[src/dm_stack_pkg.sv]
package dm_stack_pkg;
    // register indices; byte address is four times the index
    localparam logic [7:0] idx_ind_plain    = 8'h00;
    localparam logic [7:0] idx_ind_post_inc = 8'h01;
    localparam logic [7:0] idx_ind_post_dec = 8'h02;
    localparam logic [7:0] idx_ind_pre_inc  = 8'h03;
    localparam logic [7:0] idx_ind_offset   = 8'h04;
    localparam logic [7:0] idx_ptr_low      = 8'h10;
    localparam logic [7:0] idx_top_high     = 8'h16;
    localparam logic [7:0] idx_top_low      = 8'h17;
    localparam logic [7:0] idx_stack_ctl    = 8'h18;
    localparam logic [7:0] idx_pcl_high     = 8'h1a;
    localparam logic [7:0] idx_pcl_low      = 8'h1b;
    localparam logic [7:0] idx_bank_sel     = 8'h20;
    localparam logic [7:0] idx_working      = 8'h29;
    localparam logic [7:0] idx_proc_status  = 8'h2c;
    localparam logic [7:0] gpr_base         = 8'h80;
    // stack control and processor status field positions
    localparam int full_pos  = 7;
    localparam int under_pos = 6;
    localparam int over_pos  = 5;
    localparam int err_pos   = 2;
    localparam logic [2:0] level_max  = 3'h7;
    localparam logic [2:0] level_zero = 3'h0;
    localparam logic [10:0] pc_reset  = 11'h000;
    localparam logic [7:0] ctl_reset  = 8'h00;

    typedef enum logic [1:0] {
        st_idle = 2'b00,
        st_ack  = 2'b01
    } bus_state_e;

    typedef enum logic [1:0] {
        op_none = 2'b00,
        op_push = 2'b01,
        op_pop  = 2'b11,
        op_ret  = 2'b10
    } stack_op_e;

    typedef struct packed {
        logic       instr_valid;
        logic       dest_mem;
        logic       block_sel;
        logic [7:0] addr;
        logic [7:0] result;
    } instr_wr_s;
endpackage : dm_stack_pkg

[src/data_memory_addressing_stack.sv]
// Decided for this implementation: the Wishbone interface to the registers.
`timescale 1ns/1ps
`default_nettype none
// Operation
// - stack_control bit 7 reads 1 once the stack has become full.
// - stack_control bit 6 reads 1 after a stack underflow.
// - stack_control bit 5 reads 1 after a stack overflow.
// - three-bit stack level pointer gives current stack level.
// - top-of-stack reads zero when the level pointer is zero.
// - top-of-stack as high byte bits 10..8 and low byte 7..0.
// - program counter latches high and low, cleared on every reset.
// - processor_status stack error flag set when stack error caused reset.
// - memory blocks of 256 bytes: low 128 special, upper 128 storage.
// - destination bit 0 writes working register, 1 writes memory.
// - block-access bit 0 always addresses block 0.
// - block-access bit 1: reduced core block 0, full core bank select.
// - undefined special addresses and unused bits read zero.
// - plain indirect port uses pointer, pointer unchanged.
// - post-increment port uses pointer then adds one.
// - post-decrement port uses pointer then subtracts one.
// - pre-increment port adds one then uses new pointer.
// - offset port addresses pointer plus signed working register.
// - pointer low byte readable and writable at index 0x10.
// - call pushes pc after incrementing level; return pops then decrements.
// - underflow forces pc to zero and level to zero.
// - overflow keeps last level and overwrites it, pc unchanged.
module data_memory_addressing_stack #(
    parameter bit   full_core       = 1'b0,
    parameter bit   stack_err_reset = 1'b0,
    parameter int   gpr_blocks      = 1
) (
    // system
    input  wire logic                   clock,
    input  wire logic                   nrst,
    // wishbone slave
    input  wire logic                   wb_cyc_i,
    input  wire logic                   wb_stb_i,
    input  wire logic                   wb_we_i,
    input  wire logic [31:0]            wb_adr_i,
    input  wire logic [3:0]             wb_sel_i,
    input  wire logic [31:0]            wb_dat_i,
    output logic      [31:0]            wb_dat_o,
    output logic                        wb_ack_o,
    // core stack and instruction side
    input  wire logic [1:0]             stack_op,
    input  wire logic [10:0]            pc_in,
    input  wire dm_stack_pkg::instr_wr_s instr_wr,
    input  wire logic                   stack_err_rst,
    output logic      [10:0]            pc_out,
    output logic                        pc_load,
    output logic                        stack_reset_req
);
    localparam int mem_depth = 128 * gpr_blocks;
    localparam int mem_aw    = $clog2(mem_depth) + 1;

    typedef struct packed {
        dm_stack_pkg::bus_state_e bst;
        logic [31:0] rdata;
        logic        ack;
        logic [7:0]  ptr;
        logic [7:0]  working_accumulator;
        logic [3:0]  bank;
        logic [2:0]  level;
        logic        full;
        logic        under;
        logic        over;
        logic        err;
        logic [2:0]  pch;
        logic [7:0]  pcl;
        logic [10:0] pc_o;
        logic        pc_ld;
        logic        rst_req;
    } state_s;

    state_s s_r;
    state_s s_nxt;
    logic [10:0] stk_r [1:7];
    logic [7:0]  gpr_r [0:mem_depth-1];

    logic        bus_req;
    logic [7:0]  idx;
    logic        wr_en;
    logic [7:0]  wbyte;
    logic [7:0]  eff_ptr;
    logic        ind_acc;
    logic        ind_gpr;
    logic [10:0] stack_top_value;
    logic        push_ev;
    logic [2:0]  push_lvl;
    logic        gpr_we;
    logic [7:0]  gpr_wa;
    logic [7:0]  gpr_wd;
    logic [3:0]  ins_blk;
    logic        ins_gpr;

    assign bus_req = wb_cyc_i && wb_stb_i && !s_r.ack;
    assign idx     = wb_adr_i[9:2];
    assign wr_en   = bus_req && wb_we_i && wb_sel_i[0];
    assign wbyte   = wb_dat_i[7:0];
    assign ind_acc = idx <= dm_stack_pkg::idx_ind_offset;
    assign stack_top_value = (s_r.level == dm_stack_pkg::level_zero) ? 11'h000
               : stk_r[s_r.level];

    always_comb begin
        eff_ptr = s_r.ptr;
        unique case (idx)
            dm_stack_pkg::idx_ind_pre_inc: eff_ptr = s_r.ptr + 8'h01;
            dm_stack_pkg::idx_ind_offset: eff_ptr = s_r.ptr + s_r.working_accumulator;
            default: eff_ptr = s_r.ptr;
        endcase
    end
    assign ind_gpr = eff_ptr[7];

    // instruction block select; only block 0 storage exists beyond bank 0 map
    always_comb begin
        ins_blk = 4'h0;
        if (instr_wr.block_sel && full_core) begin
            ins_blk = s_r.bank;
        end
    end
    assign ins_gpr = instr_wr.instr_valid && instr_wr.dest_mem
                   && instr_wr.addr[7]
                   && (int'(ins_blk) < gpr_blocks);

    always_comb begin
        gpr_we = 1'b0;
        gpr_wa = eff_ptr;
        gpr_wd = wbyte;
        if (wr_en && ind_acc && ind_gpr) begin
            gpr_we = 1'b1;
        end else if (ins_gpr) begin
            gpr_we = 1'b1;
            gpr_wa = instr_wr.addr;
            gpr_wd = instr_wr.result;
        end
    end

    function automatic logic [7:0] sr_read(input logic [7:0] a);
        logic [7:0] v;
        v = 8'h00;
        unique case (a)
            dm_stack_pkg::idx_ptr_low:  v = s_r.ptr;
            dm_stack_pkg::idx_top_high: v = {5'h00, stack_top_value[10:8]};
            dm_stack_pkg::idx_top_low:  v = stack_top_value[7:0];
            dm_stack_pkg::idx_stack_ctl:
                v = {s_r.full, s_r.under, s_r.over, 2'b00, s_r.level};
            dm_stack_pkg::idx_pcl_high: v = {5'h00, s_r.pch};
            dm_stack_pkg::idx_pcl_low:  v = s_r.pcl;
            dm_stack_pkg::idx_bank_sel: v = {4'h0, s_r.bank};
            dm_stack_pkg::idx_working:  v = s_r.working_accumulator;
            dm_stack_pkg::idx_proc_status:
                v = {5'h00, s_r.err, 2'b00};
            default: v = 8'h00;
        endcase
        return v;
    endfunction

    always_comb begin
        logic [7:0] rb;
        logic [2:0] lvl_up;
        rb = 8'h00;
        lvl_up = s_r.level + 3'h1;
        s_nxt = s_r;
        s_nxt.pc_ld = 1'b0;
        s_nxt.rst_req = 1'b0;
        push_ev = 1'b0;
        push_lvl = s_r.level;
        // bus handshake: answer one cycle after the request, drop next cycle
        unique case (s_r.bst)
            dm_stack_pkg::st_idle: begin
                s_nxt.ack = 1'b0;
                if (bus_req) begin
                    s_nxt.bst = dm_stack_pkg::st_ack;
                    s_nxt.ack = 1'b1;
                    if (ind_acc) begin
                        rb = ind_gpr ? gpr_r[eff_ptr[mem_aw-2:0]] : 8'h00;
                    end else if (!wb_we_i
                                 && idx == dm_stack_pkg::idx_pcl_low) begin
                        // low latch read returns the pc it snapshots
                        rb = pc_in[7:0];
                    end else begin
                        rb = sr_read(idx);
                    end
                    s_nxt.rdata = {24'h000000, rb};
                end
            end
            dm_stack_pkg::st_ack: begin
                s_nxt.bst = dm_stack_pkg::st_idle;
                s_nxt.ack = 1'b0;
            end
            default: begin
                s_nxt.bst = dm_stack_pkg::st_idle;
                s_nxt.ack = 1'b0;
            end
        endcase
        // pointer side effects of indirect ports, on read or write
        if (bus_req && wb_sel_i[0]) begin
            unique case (idx)
                dm_stack_pkg::idx_ind_post_inc: s_nxt.ptr = s_r.ptr + 8'h01;
                dm_stack_pkg::idx_ind_post_dec: s_nxt.ptr = s_r.ptr - 8'h01;
                dm_stack_pkg::idx_ind_pre_inc:  s_nxt.ptr = s_r.ptr + 8'h01;
                default: s_nxt.ptr = s_r.ptr;
            endcase
        end
        if (wr_en) begin
            unique case (idx)
                dm_stack_pkg::idx_ptr_low:  s_nxt.ptr = wbyte;
                dm_stack_pkg::idx_pcl_high: s_nxt.pch = wbyte[2:0];
                dm_stack_pkg::idx_pcl_low: begin
                    s_nxt.pcl = wbyte;
                    s_nxt.pc_o = {s_r.pch, wbyte};
                    s_nxt.pc_ld = 1'b1;
                end
                dm_stack_pkg::idx_bank_sel: s_nxt.bank = wbyte[3:0];
                dm_stack_pkg::idx_working:  s_nxt.working_accumulator = wbyte;
                dm_stack_pkg::idx_stack_ctl: begin
                    // flags clear by writing 0; a same-cycle event wins below
                    s_nxt.full  = s_r.full  & wbyte[dm_stack_pkg::full_pos];
                    s_nxt.under = s_r.under & wbyte[dm_stack_pkg::under_pos];
                    s_nxt.over  = s_r.over  & wbyte[dm_stack_pkg::over_pos];
                end
                dm_stack_pkg::idx_proc_status:
                    s_nxt.err = s_r.err & wbyte[dm_stack_pkg::err_pos];
                default: s_nxt.err = s_nxt.err;
            endcase
        end
        if (instr_wr.instr_valid && !instr_wr.dest_mem) begin
            s_nxt.working_accumulator = instr_wr.result;
        end
        // pc low read snapshots the high latch for a consistent pair
        if (bus_req && !wb_we_i && idx == dm_stack_pkg::idx_pcl_low) begin
            s_nxt.pcl = pc_in[7:0];
            s_nxt.pch = pc_in[10:8];
        end
        unique case (dm_stack_pkg::stack_op_e'(stack_op))
            dm_stack_pkg::op_push: begin
                push_ev = 1'b1;
                if (s_r.level == dm_stack_pkg::level_max) begin
                    s_nxt.over = 1'b1;
                    push_lvl = s_r.level;
                    s_nxt.rst_req = stack_err_reset;
                end else begin
                    push_lvl = lvl_up;
                    s_nxt.level = lvl_up;
                    if (lvl_up == dm_stack_pkg::level_max) begin
                        s_nxt.full = 1'b1;
                    end
                end
            end
            dm_stack_pkg::op_ret, dm_stack_pkg::op_pop: begin
                if (s_r.level == dm_stack_pkg::level_zero) begin
                    if (stack_op == dm_stack_pkg::op_ret) begin
                        s_nxt.under = 1'b1;
                        s_nxt.pc_o = dm_stack_pkg::pc_reset;
                        s_nxt.pc_ld = 1'b1;
                        s_nxt.rst_req = stack_err_reset;
                    end
                end else begin
                    if (stack_op == dm_stack_pkg::op_ret) begin
                        s_nxt.pc_o = stack_top_value;
                        s_nxt.pc_ld = 1'b1;
                    end
                    s_nxt.level = s_r.level - 3'h1;
                end
            end
            default: s_nxt.level = s_nxt.level;
        endcase
        if (stack_err_rst) begin
            s_nxt.err = 1'b1;
        end
    end

    always_ff @(posedge clock or negedge nrst) begin
        if (!nrst) begin
            s_r <= '0;
        end else begin
            s_r <= s_nxt;
        end
    end

    always_ff @(posedge clock) begin
        if (push_ev && push_lvl != dm_stack_pkg::level_zero) begin
            stk_r[push_lvl] <= pc_in;
        end
        if (wr_en && idx == dm_stack_pkg::idx_top_low
            && s_r.level != dm_stack_pkg::level_zero) begin
            stk_r[s_r.level] <= {stk_r[s_r.level][10:8], wbyte};
        end
        if (gpr_we) begin
            gpr_r[gpr_wa[mem_aw-2:0]] <= gpr_wd;
        end
    end

    assign wb_dat_o        = s_r.rdata;
    assign wb_ack_o        = s_r.ack;
    assign pc_out          = s_r.pc_o;
    assign pc_load         = s_r.pc_ld;
    assign stack_reset_req = s_r.rst_req;
endmodule : data_memory_addressing_stack
`default_nettype wire

[config.mk]
export PLATFORM = sky130hd
export DESIGN_NAME = data_memory_addressing_stack
export DESIGN_NICKNAME = d
export VERILOG_FILES = /design/src/dm_stack_pkg.sv /design/src/data_memory_addressing_stack.sv
export SDC_FILE = /design/constraint.sdc
export NUM_CORES = 2
export LEC_CHECK = 0
export ABC_CLOCK_PERIOD_IN_PS = 9250
export CORE_MARGIN = 3
export CORE_UTILIZATION = 55
export DETAILED_ROUTE_END_ITERATION = 10
export DONT_BUFFER_PORTS = 1
export PLACE_DENSITY = 0.7
export SLEW_MARGIN = 40
export SYNTH_ARGS = -nofsm -noshare
export SYNTH_HDL_FRONTEND = slang
export SYNTH_SLANG_ARGS = --single-unit
[constraint.sdc]
create_clock -name clock -period 9.25 [get_ports clock]
set_clock_uncertainty 0.1 [all_clocks]
set_input_delay 0.4625 -clock clock [delete_from_list [all_inputs] [get_ports clock]]
set_output_delay 0.4625 -clock clock [all_outputs]
set_load 0.01 [all_outputs]
# Word-level counts from Yosys, hierarchy flattened

Memories as Yosys holds them, arrays and structs flattened.
Cells that the tools add are included.
W data, S select, Z words.

Flip-flop bits (word level): 62
RAM bits: 1,101
Memories kept: 2

Eq/ne operators: 21
Multiplexer cells: 54
Reduce and logical (&&, ||, !) cells: 40
Bitwise gates (word level): 4
$add $sub $neg: 5
$lt $le $gt $ge: 1

Memory list:

| name  | depth | bits a word | rd ports | clocked after memory_dff | write ports | line                               | RTL |
|---|---|---|---|---|---|---|---|
| gpr_r | 128   | 8           | 1        | 0                        | 1           | data_memory_addressing_stack.sv:78 | `logic [7:0] gpr_r [0:mem_depth-1];` |
| stk_r | 7     | 11          | 1        | 0                        | 2           | data_memory_addressing_stack.sv:77 | `logic [10:0] stk_r [1:7];` |

Operators by type and width:

| operator              | number |
|---|---|
| $mux W8               | 9 |
| $pmux W8 S9           | 1 |
| $eq A8 B5 Y1 const B  | 6 |
| $mux W20              | 2 |
| $mux W12              | 3 |
| $mux W35              | 1 |
| $pmux W8 S2           | 2 |
| $mux W27              | 1 |
| $eq A8 B6 Y1 const B  | 3 |
| $mux W11              | 2 |
| $mux W1               | 21 |
| $eq A8 B2 Y1 const B  | 2 |
| $logic_and A1 B1 Y1   | 16 |
| $reduce_bool A2 Y1    | 8 |
| $mux W3               | 5 |
| $mux W7               | 2 |
| $mux W13              | 1 |
| $reduce_and A2 Y1     | 6 |
| $add A8 B1 Y8 const B | 1 |
| $add A8 B8 Y8         | 1 |
| $eq A8 B1 Y1 const B  | 1 |
| $eq A8 B3 Y1 const B  | 1 |
| $le A8 B3 Y1 const B  | 1 |
| $mux W4               | 2 |
| 16 further kinds      | 27 |

# Depth between registers and ports, before layout

Depth after elaboration: 9
Depth in mapped cells: 17

# Worst setup path before layout

OpenSTA, ideal clock, no wires.

Path type: reg-to-reg
Start point: reg s_r[44] (netlist bit)
End point: mem gpr_r[70][0] (enable)
Setup slack: 5.195 ns
Stages on the path, launching flop included: 15
Period minus slack after synthesis: 4.055 ns
Required time: 8.780 ns
Data arrival time: 3.585 ns
Cell sequence: dfrtp_1 clkbuf_1 inv_1 fa_1 or4b_1 a211oi_2 a21o_1 buf_4 buf_4 buf_4 buf_4 buf_2 a32oi_1 buf_2 nor2_1

Longest elaborated chain between the ends: 6
Elaborated cells between the ends (all ways): 9
Those cells by class: add/sub (2); mux (6); reduce/logical (1)

RTL lines:

| element                                        | line                                                                     | RTL |
|---|---|---|
| from (decl)                                    | data_memory_addressing_stack.sv:75                                       | `state_s s_r;` |
| from (signal assigned)                         | data_memory_addressing_stack.sv:277                                      | `s_r <= s_nxt;` |
| $add A8 B8 Y8 or $add A8 B1 Y8 (tied branches) | data_memory_addressing_stack.sv:108, data_memory_addressing_stack.sv:107 |  |
| $pmux W8 S2 *                                  | data_memory_addressing_stack.sv:106                                      | `unique case (idx)` |
| $logic_and A1 B1 Y1                            | data_memory_addressing_stack.sv:129                                      | `if (wr_en && ind_acc && ind_gpr) begin` |
| $mux W1                                        | data_memory_addressing_stack.sv:129                                      |  |
| $mux W1                                        | data_memory_addressing_stack.sv:289                                      | `if (gpr_we) begin` |
| $mux W1 (not written as such)                  | data_memory_addressing_stack.sv:290                                      | `gpr_r[gpr_wa[mem_aw-2:0]] <= gpr_wd;` |
| to (decl)                                      | data_memory_addressing_stack.sv:78                                       |  |

Mark *: on every way between the ends. The rest lies on a longest branch, timed or not.

# Worst setup path after layout

Start point: reg s_r[43] (netlist bit)
End point: reg s_r, in the netlist wb_dat_o[0]

Longest elaborated chain between the ends: 5
Elaborated cells between the ends (all ways): 8
Those cells by class: add/sub (2); mux (5); memory (1)

RTL lines:

| element                                        | line                                                                     | RTL |
|---|---|---|
| $add A8 B8 Y8 or $add A8 B1 Y8 (tied branches) | data_memory_addressing_stack.sv:108, data_memory_addressing_stack.sv:107 |  |
| $pmux W8 S2                                    | data_memory_addressing_stack.sv:106                                      |  |
| $mem_v2 Z128 W8                                | --                                                                       |  |
| $mux W8                                        | data_memory_addressing_stack.sv:176                                      | `rb = ind_gpr ? gpr_r[eff_ptr[mem_aw-2:0]] : 8'h00;` |
| $mux W8 *                                      | data_memory_addressing_stack.sv:175                                      | `if (ind_acc) begin` |

Marks and branches as above.
A chain may end at the register's enable or synchronous reset.

==> metrics.md <==
| Metric | Value |
|---|---|
| Overall Global Routing Usage | 0.293 |
| First-pass GRT wire length | 203000 um |
| Final net count | 3858 |
| Share of Yosys cell area claimed by the top area cell type | 0.673 |
| Critical Path RT | just under 10 ns |
| Setup TNS | 0 ns |
| Wire length on met3 | between 15000 and 20000 um |
| Commonest non-fill, non-tap cell in the layout | edfxtp_1 |
| Critical-path top delay cell | buf_4 |
| Synth area leader | edfxtp_1 |
| PwrDens | approximately 210 nW/um2 |
| HP Class | in2reg |
| Initial Utilization | 0.560 |
| # setup viols final | 0 |
| Slew headroom | 0.383 |
| Gr ovfl total | 0 |
| Die H | 305 um |
| Post-route ant nets | 0 |
| Routability congestion estimate | 0.889 |
| Vias per inst | ~6.5 |
| Yosys warns | 0 |
| Fin area | about 55000 um2 |
| Max-cap viol count | 0 |
| Final HPWL DP | about 80000 um |
| CP Cell Sequence | ha_1 -> inv_1 -> fa_1 -> or4b_1 -> a211oi_2 -> a21o_4 -> buf_4 -> nand2_1 -> nor3_1 -> a21oi_1 -> a31oi_1 -> nor4bb_1 -> a31oi_1 |
| Mapped Cells | 3753 |
| WL met1 | 53000 um |
| Routed len/inst | 27.8 um |
| Worst path buffer plus inverter count | 2 |
| Fin. max-slew vios | 0 |
| Worst path top cell family by delay | simple AND/OR/NAND/NOR gates |
| Tmin final | roughly 6 ns |
| Clock latency on the worst-skew pair | just over 0.7 ns |
| Most frequent cells in the layout | edfxtp_1, nand2_1, nand3_1 |
| CP Launch Point | s_r[43] |
| Core Box Area | ~90000 um2 |
| Hold wc startpoint | wb_adr_i[2] |
| Final WL | between 100000 and 150000 um |
| Drt first pass iters | 6 |
| Ys flop type | edfxtp_1 |
| Ports | between 150 and 200 |
| Number of synthesized register bits | between 1k and 1.5k |
| Clock-pin slew on the worst setup and hold paths | around 0.06 ns |
| Final Hold Violating Endpoints | 0 |
| Placement row count | 108 |
| Startpoint type of the worst setup path | flop |
| CTS Buf Count | between 100 and 150 |
| Worst setup EP type | flop |
| Antenna violations before repair | 2 |
| Critical path's most frequent cell | a31oi_1 |
| Sequential area share after synthesis | 0.704 |
| Root buffer cell | clkbuf_16 |
| H-tree levels | 3 |
| Leakage | 0.0181 uW |
| Post-synthesis instance area | 49100 um2 |
| Mean area per synthesized cell | between 10 and 15 um2 |
| CTS tree | done |
| Chip width | 305 um |
| Layout Area Growth over Synthesis | 11.0% |
| Finished Core Util | 0.622 |
| Slew of the pin with the lowest slew margin | a little over 0.9 ns |
| Count of cell types in the netlist | 94 |
| EDFF count, synth | approximately 1.1k |
| Routed wl met2 | approximately 63000 um |
| Period utilisation layout | 0.644 |
| Placed inst area | ~50000 um2 |
| Post-CTS resize count | 0 |
| Vias post-DR | about 33k |
| Max FO, Critical Path | 57 |
| Input/output buffers | 0 |
| Reg-to-Reg Start | s_r[43] |
| Drc violations | 0 |
| Number of global-route vias before repair | a little over 30k |
| Die area | slightly above 90000 um2 |
| Share of cells above drive strength 1 | 0.121 |
| Maximum clock rate | around 0.17 GHz |
| Peak VDD IR | between 0.00015 and 0.0002 V |
| RSZ-0062 raised after global routing | no |
| Run status | complete, no violations |
| CTS Buffer Depth | 3 |
| 1st-iter DRT viols | between 4k and 5k |
| CP arrival | ~6.4 ns |
| Clock sinks | roughly 1.2k |
| Max incr delay on CP | between 0.7 and 0.8 ns |
| Largest net degree at the start of global routing | 140 |
| Kind of critical path | reg2reg |
| Area contributors post-synth | edfxtp_1, nand2_1, dfrtp_1 |
| Top routing layer used | met4 |
| Ys async rst share | 0.0517 |
==> registers in the layout (all words and copies together) (netlist names) <==
signal	count
wb_dat_o	8
s_r	39
pc_out	11
wb_ack_o	1
stk_r	77
gpr_r	1024
pc_load	1
==> kinds of logic after synthesis <==
logic type / after synthesis / synth area share
other: 1 / 0.0000763
buffers and inverters: 303 / 0.0308
adders and majority gates: 17 / 0.00448
muxes: 220 / 0.0479
AOI/OAI and AO/OA: 605 / 0.0836
DFF: 1161 / 0.704
and+or+nand+nor: 1432 / 0.127
xor gates and xnor gates: 14 / 0.00250
==> cell usage after synthesis, drive strengths merged (5+ instances only) <==
cell / instances
edfxtp: 1101
nand2: 700
nor2: 296
nand3: 235
buf: 186
o21ai: 141
mux2i: 127
a21oi: 125
clkbuf: 100
mux2: 90
a32oi: 66
dfrtp: 60
nand4: 58
a31oi: 56
o2111ai: 38
o22ai: 37
and3: 34
nor3: 27
o211ai: 25
a22oi: 22
inv: 17
ha: 16
nand2b: 15
nor4: 14
a221oi: 13
and2: 12
xnor2: 12
nor2b: 11
a21o: 9
a211oi: 8
or4: 7
o31ai: 6
o41ai: 6
a311oi: 5
a41oi: 5
==> through the flow <==
| stage | hold WS [ns] | instances | setup WS [ns] | power [uW] |
|---|---|---|---|---|
| finish | 0.0409 | 4988 | 3.29 | 11400 |
| global route | 0.0653 | 4988 | 3.09 | 11700 |
| CTS | 0.00456 | 4984 | 3.33 | 11400 |
| detailed placement | 0.0689 | 4711 | 3.34 | 6970 |
| global placement | 0.0684 | 4708 | 3.40 | 6950 |
| floorplan | 0.0669 | 3777 | 5.19 | 6680 |
==> path summary, 6_finish.rpt <==
check,to,cells after the start,slack [ns]
setup reg to reg,wb_dat_o[0],13,3.29
hold / removal,s_r[49],4,0.04
max in group asynchronous,s_r[44],2,8.55
min in group asynchronous,pc_out[8],2,0.21
hold reg to reg,s_r[84],1,0.36
setup / recovery,wb_dat_o[0],13,3.29
==> report_power, final <==
part | internal, uW | switching, uW
logic | 294 | 712
clock network | 2490 | 1980
registers | 5870 | 71.0
==> layer usage <==
metal	vias up	track usage
li1	14000	-
met1	16200	0.400
met2	2050	0.453
met3	376	0.0761
met4	0	0.116
met5	-	0
==> area by class of cell <==
| type | instances | area [um2] |
|---|---|---|
| sequential | 1161 | 34600 |
| fill | 6394 | 33200 |
| multi-input combinational | 2313 | 13600 |
| clock buffer | 149 | 3090 |
| tap | 1155 | 1450 |
| timing repair buffer | 127 | 1260 |
| clock inverter | 64 | 505 |
| inverter | 17 | 63.8 |
| antenna | 2 | 5.00 |
==> worst reg2reg max path, delay by kind of cell (launching register included) <==
kind,cells,cell delay [ns]
fa+ha+maj,2,0.66
compound gates,5,1.61
flops,1,0.56
simple gates,4,2.10
buf+inv,2,0.79
==> what timing repair did <==
item / 4_1_cts / 5_1_grt
hold buffers: 60 / 0
hold endpoints to repair: 186 / 0
buffers inserted: 0 / 0
(Power assumes the default switching activity.)
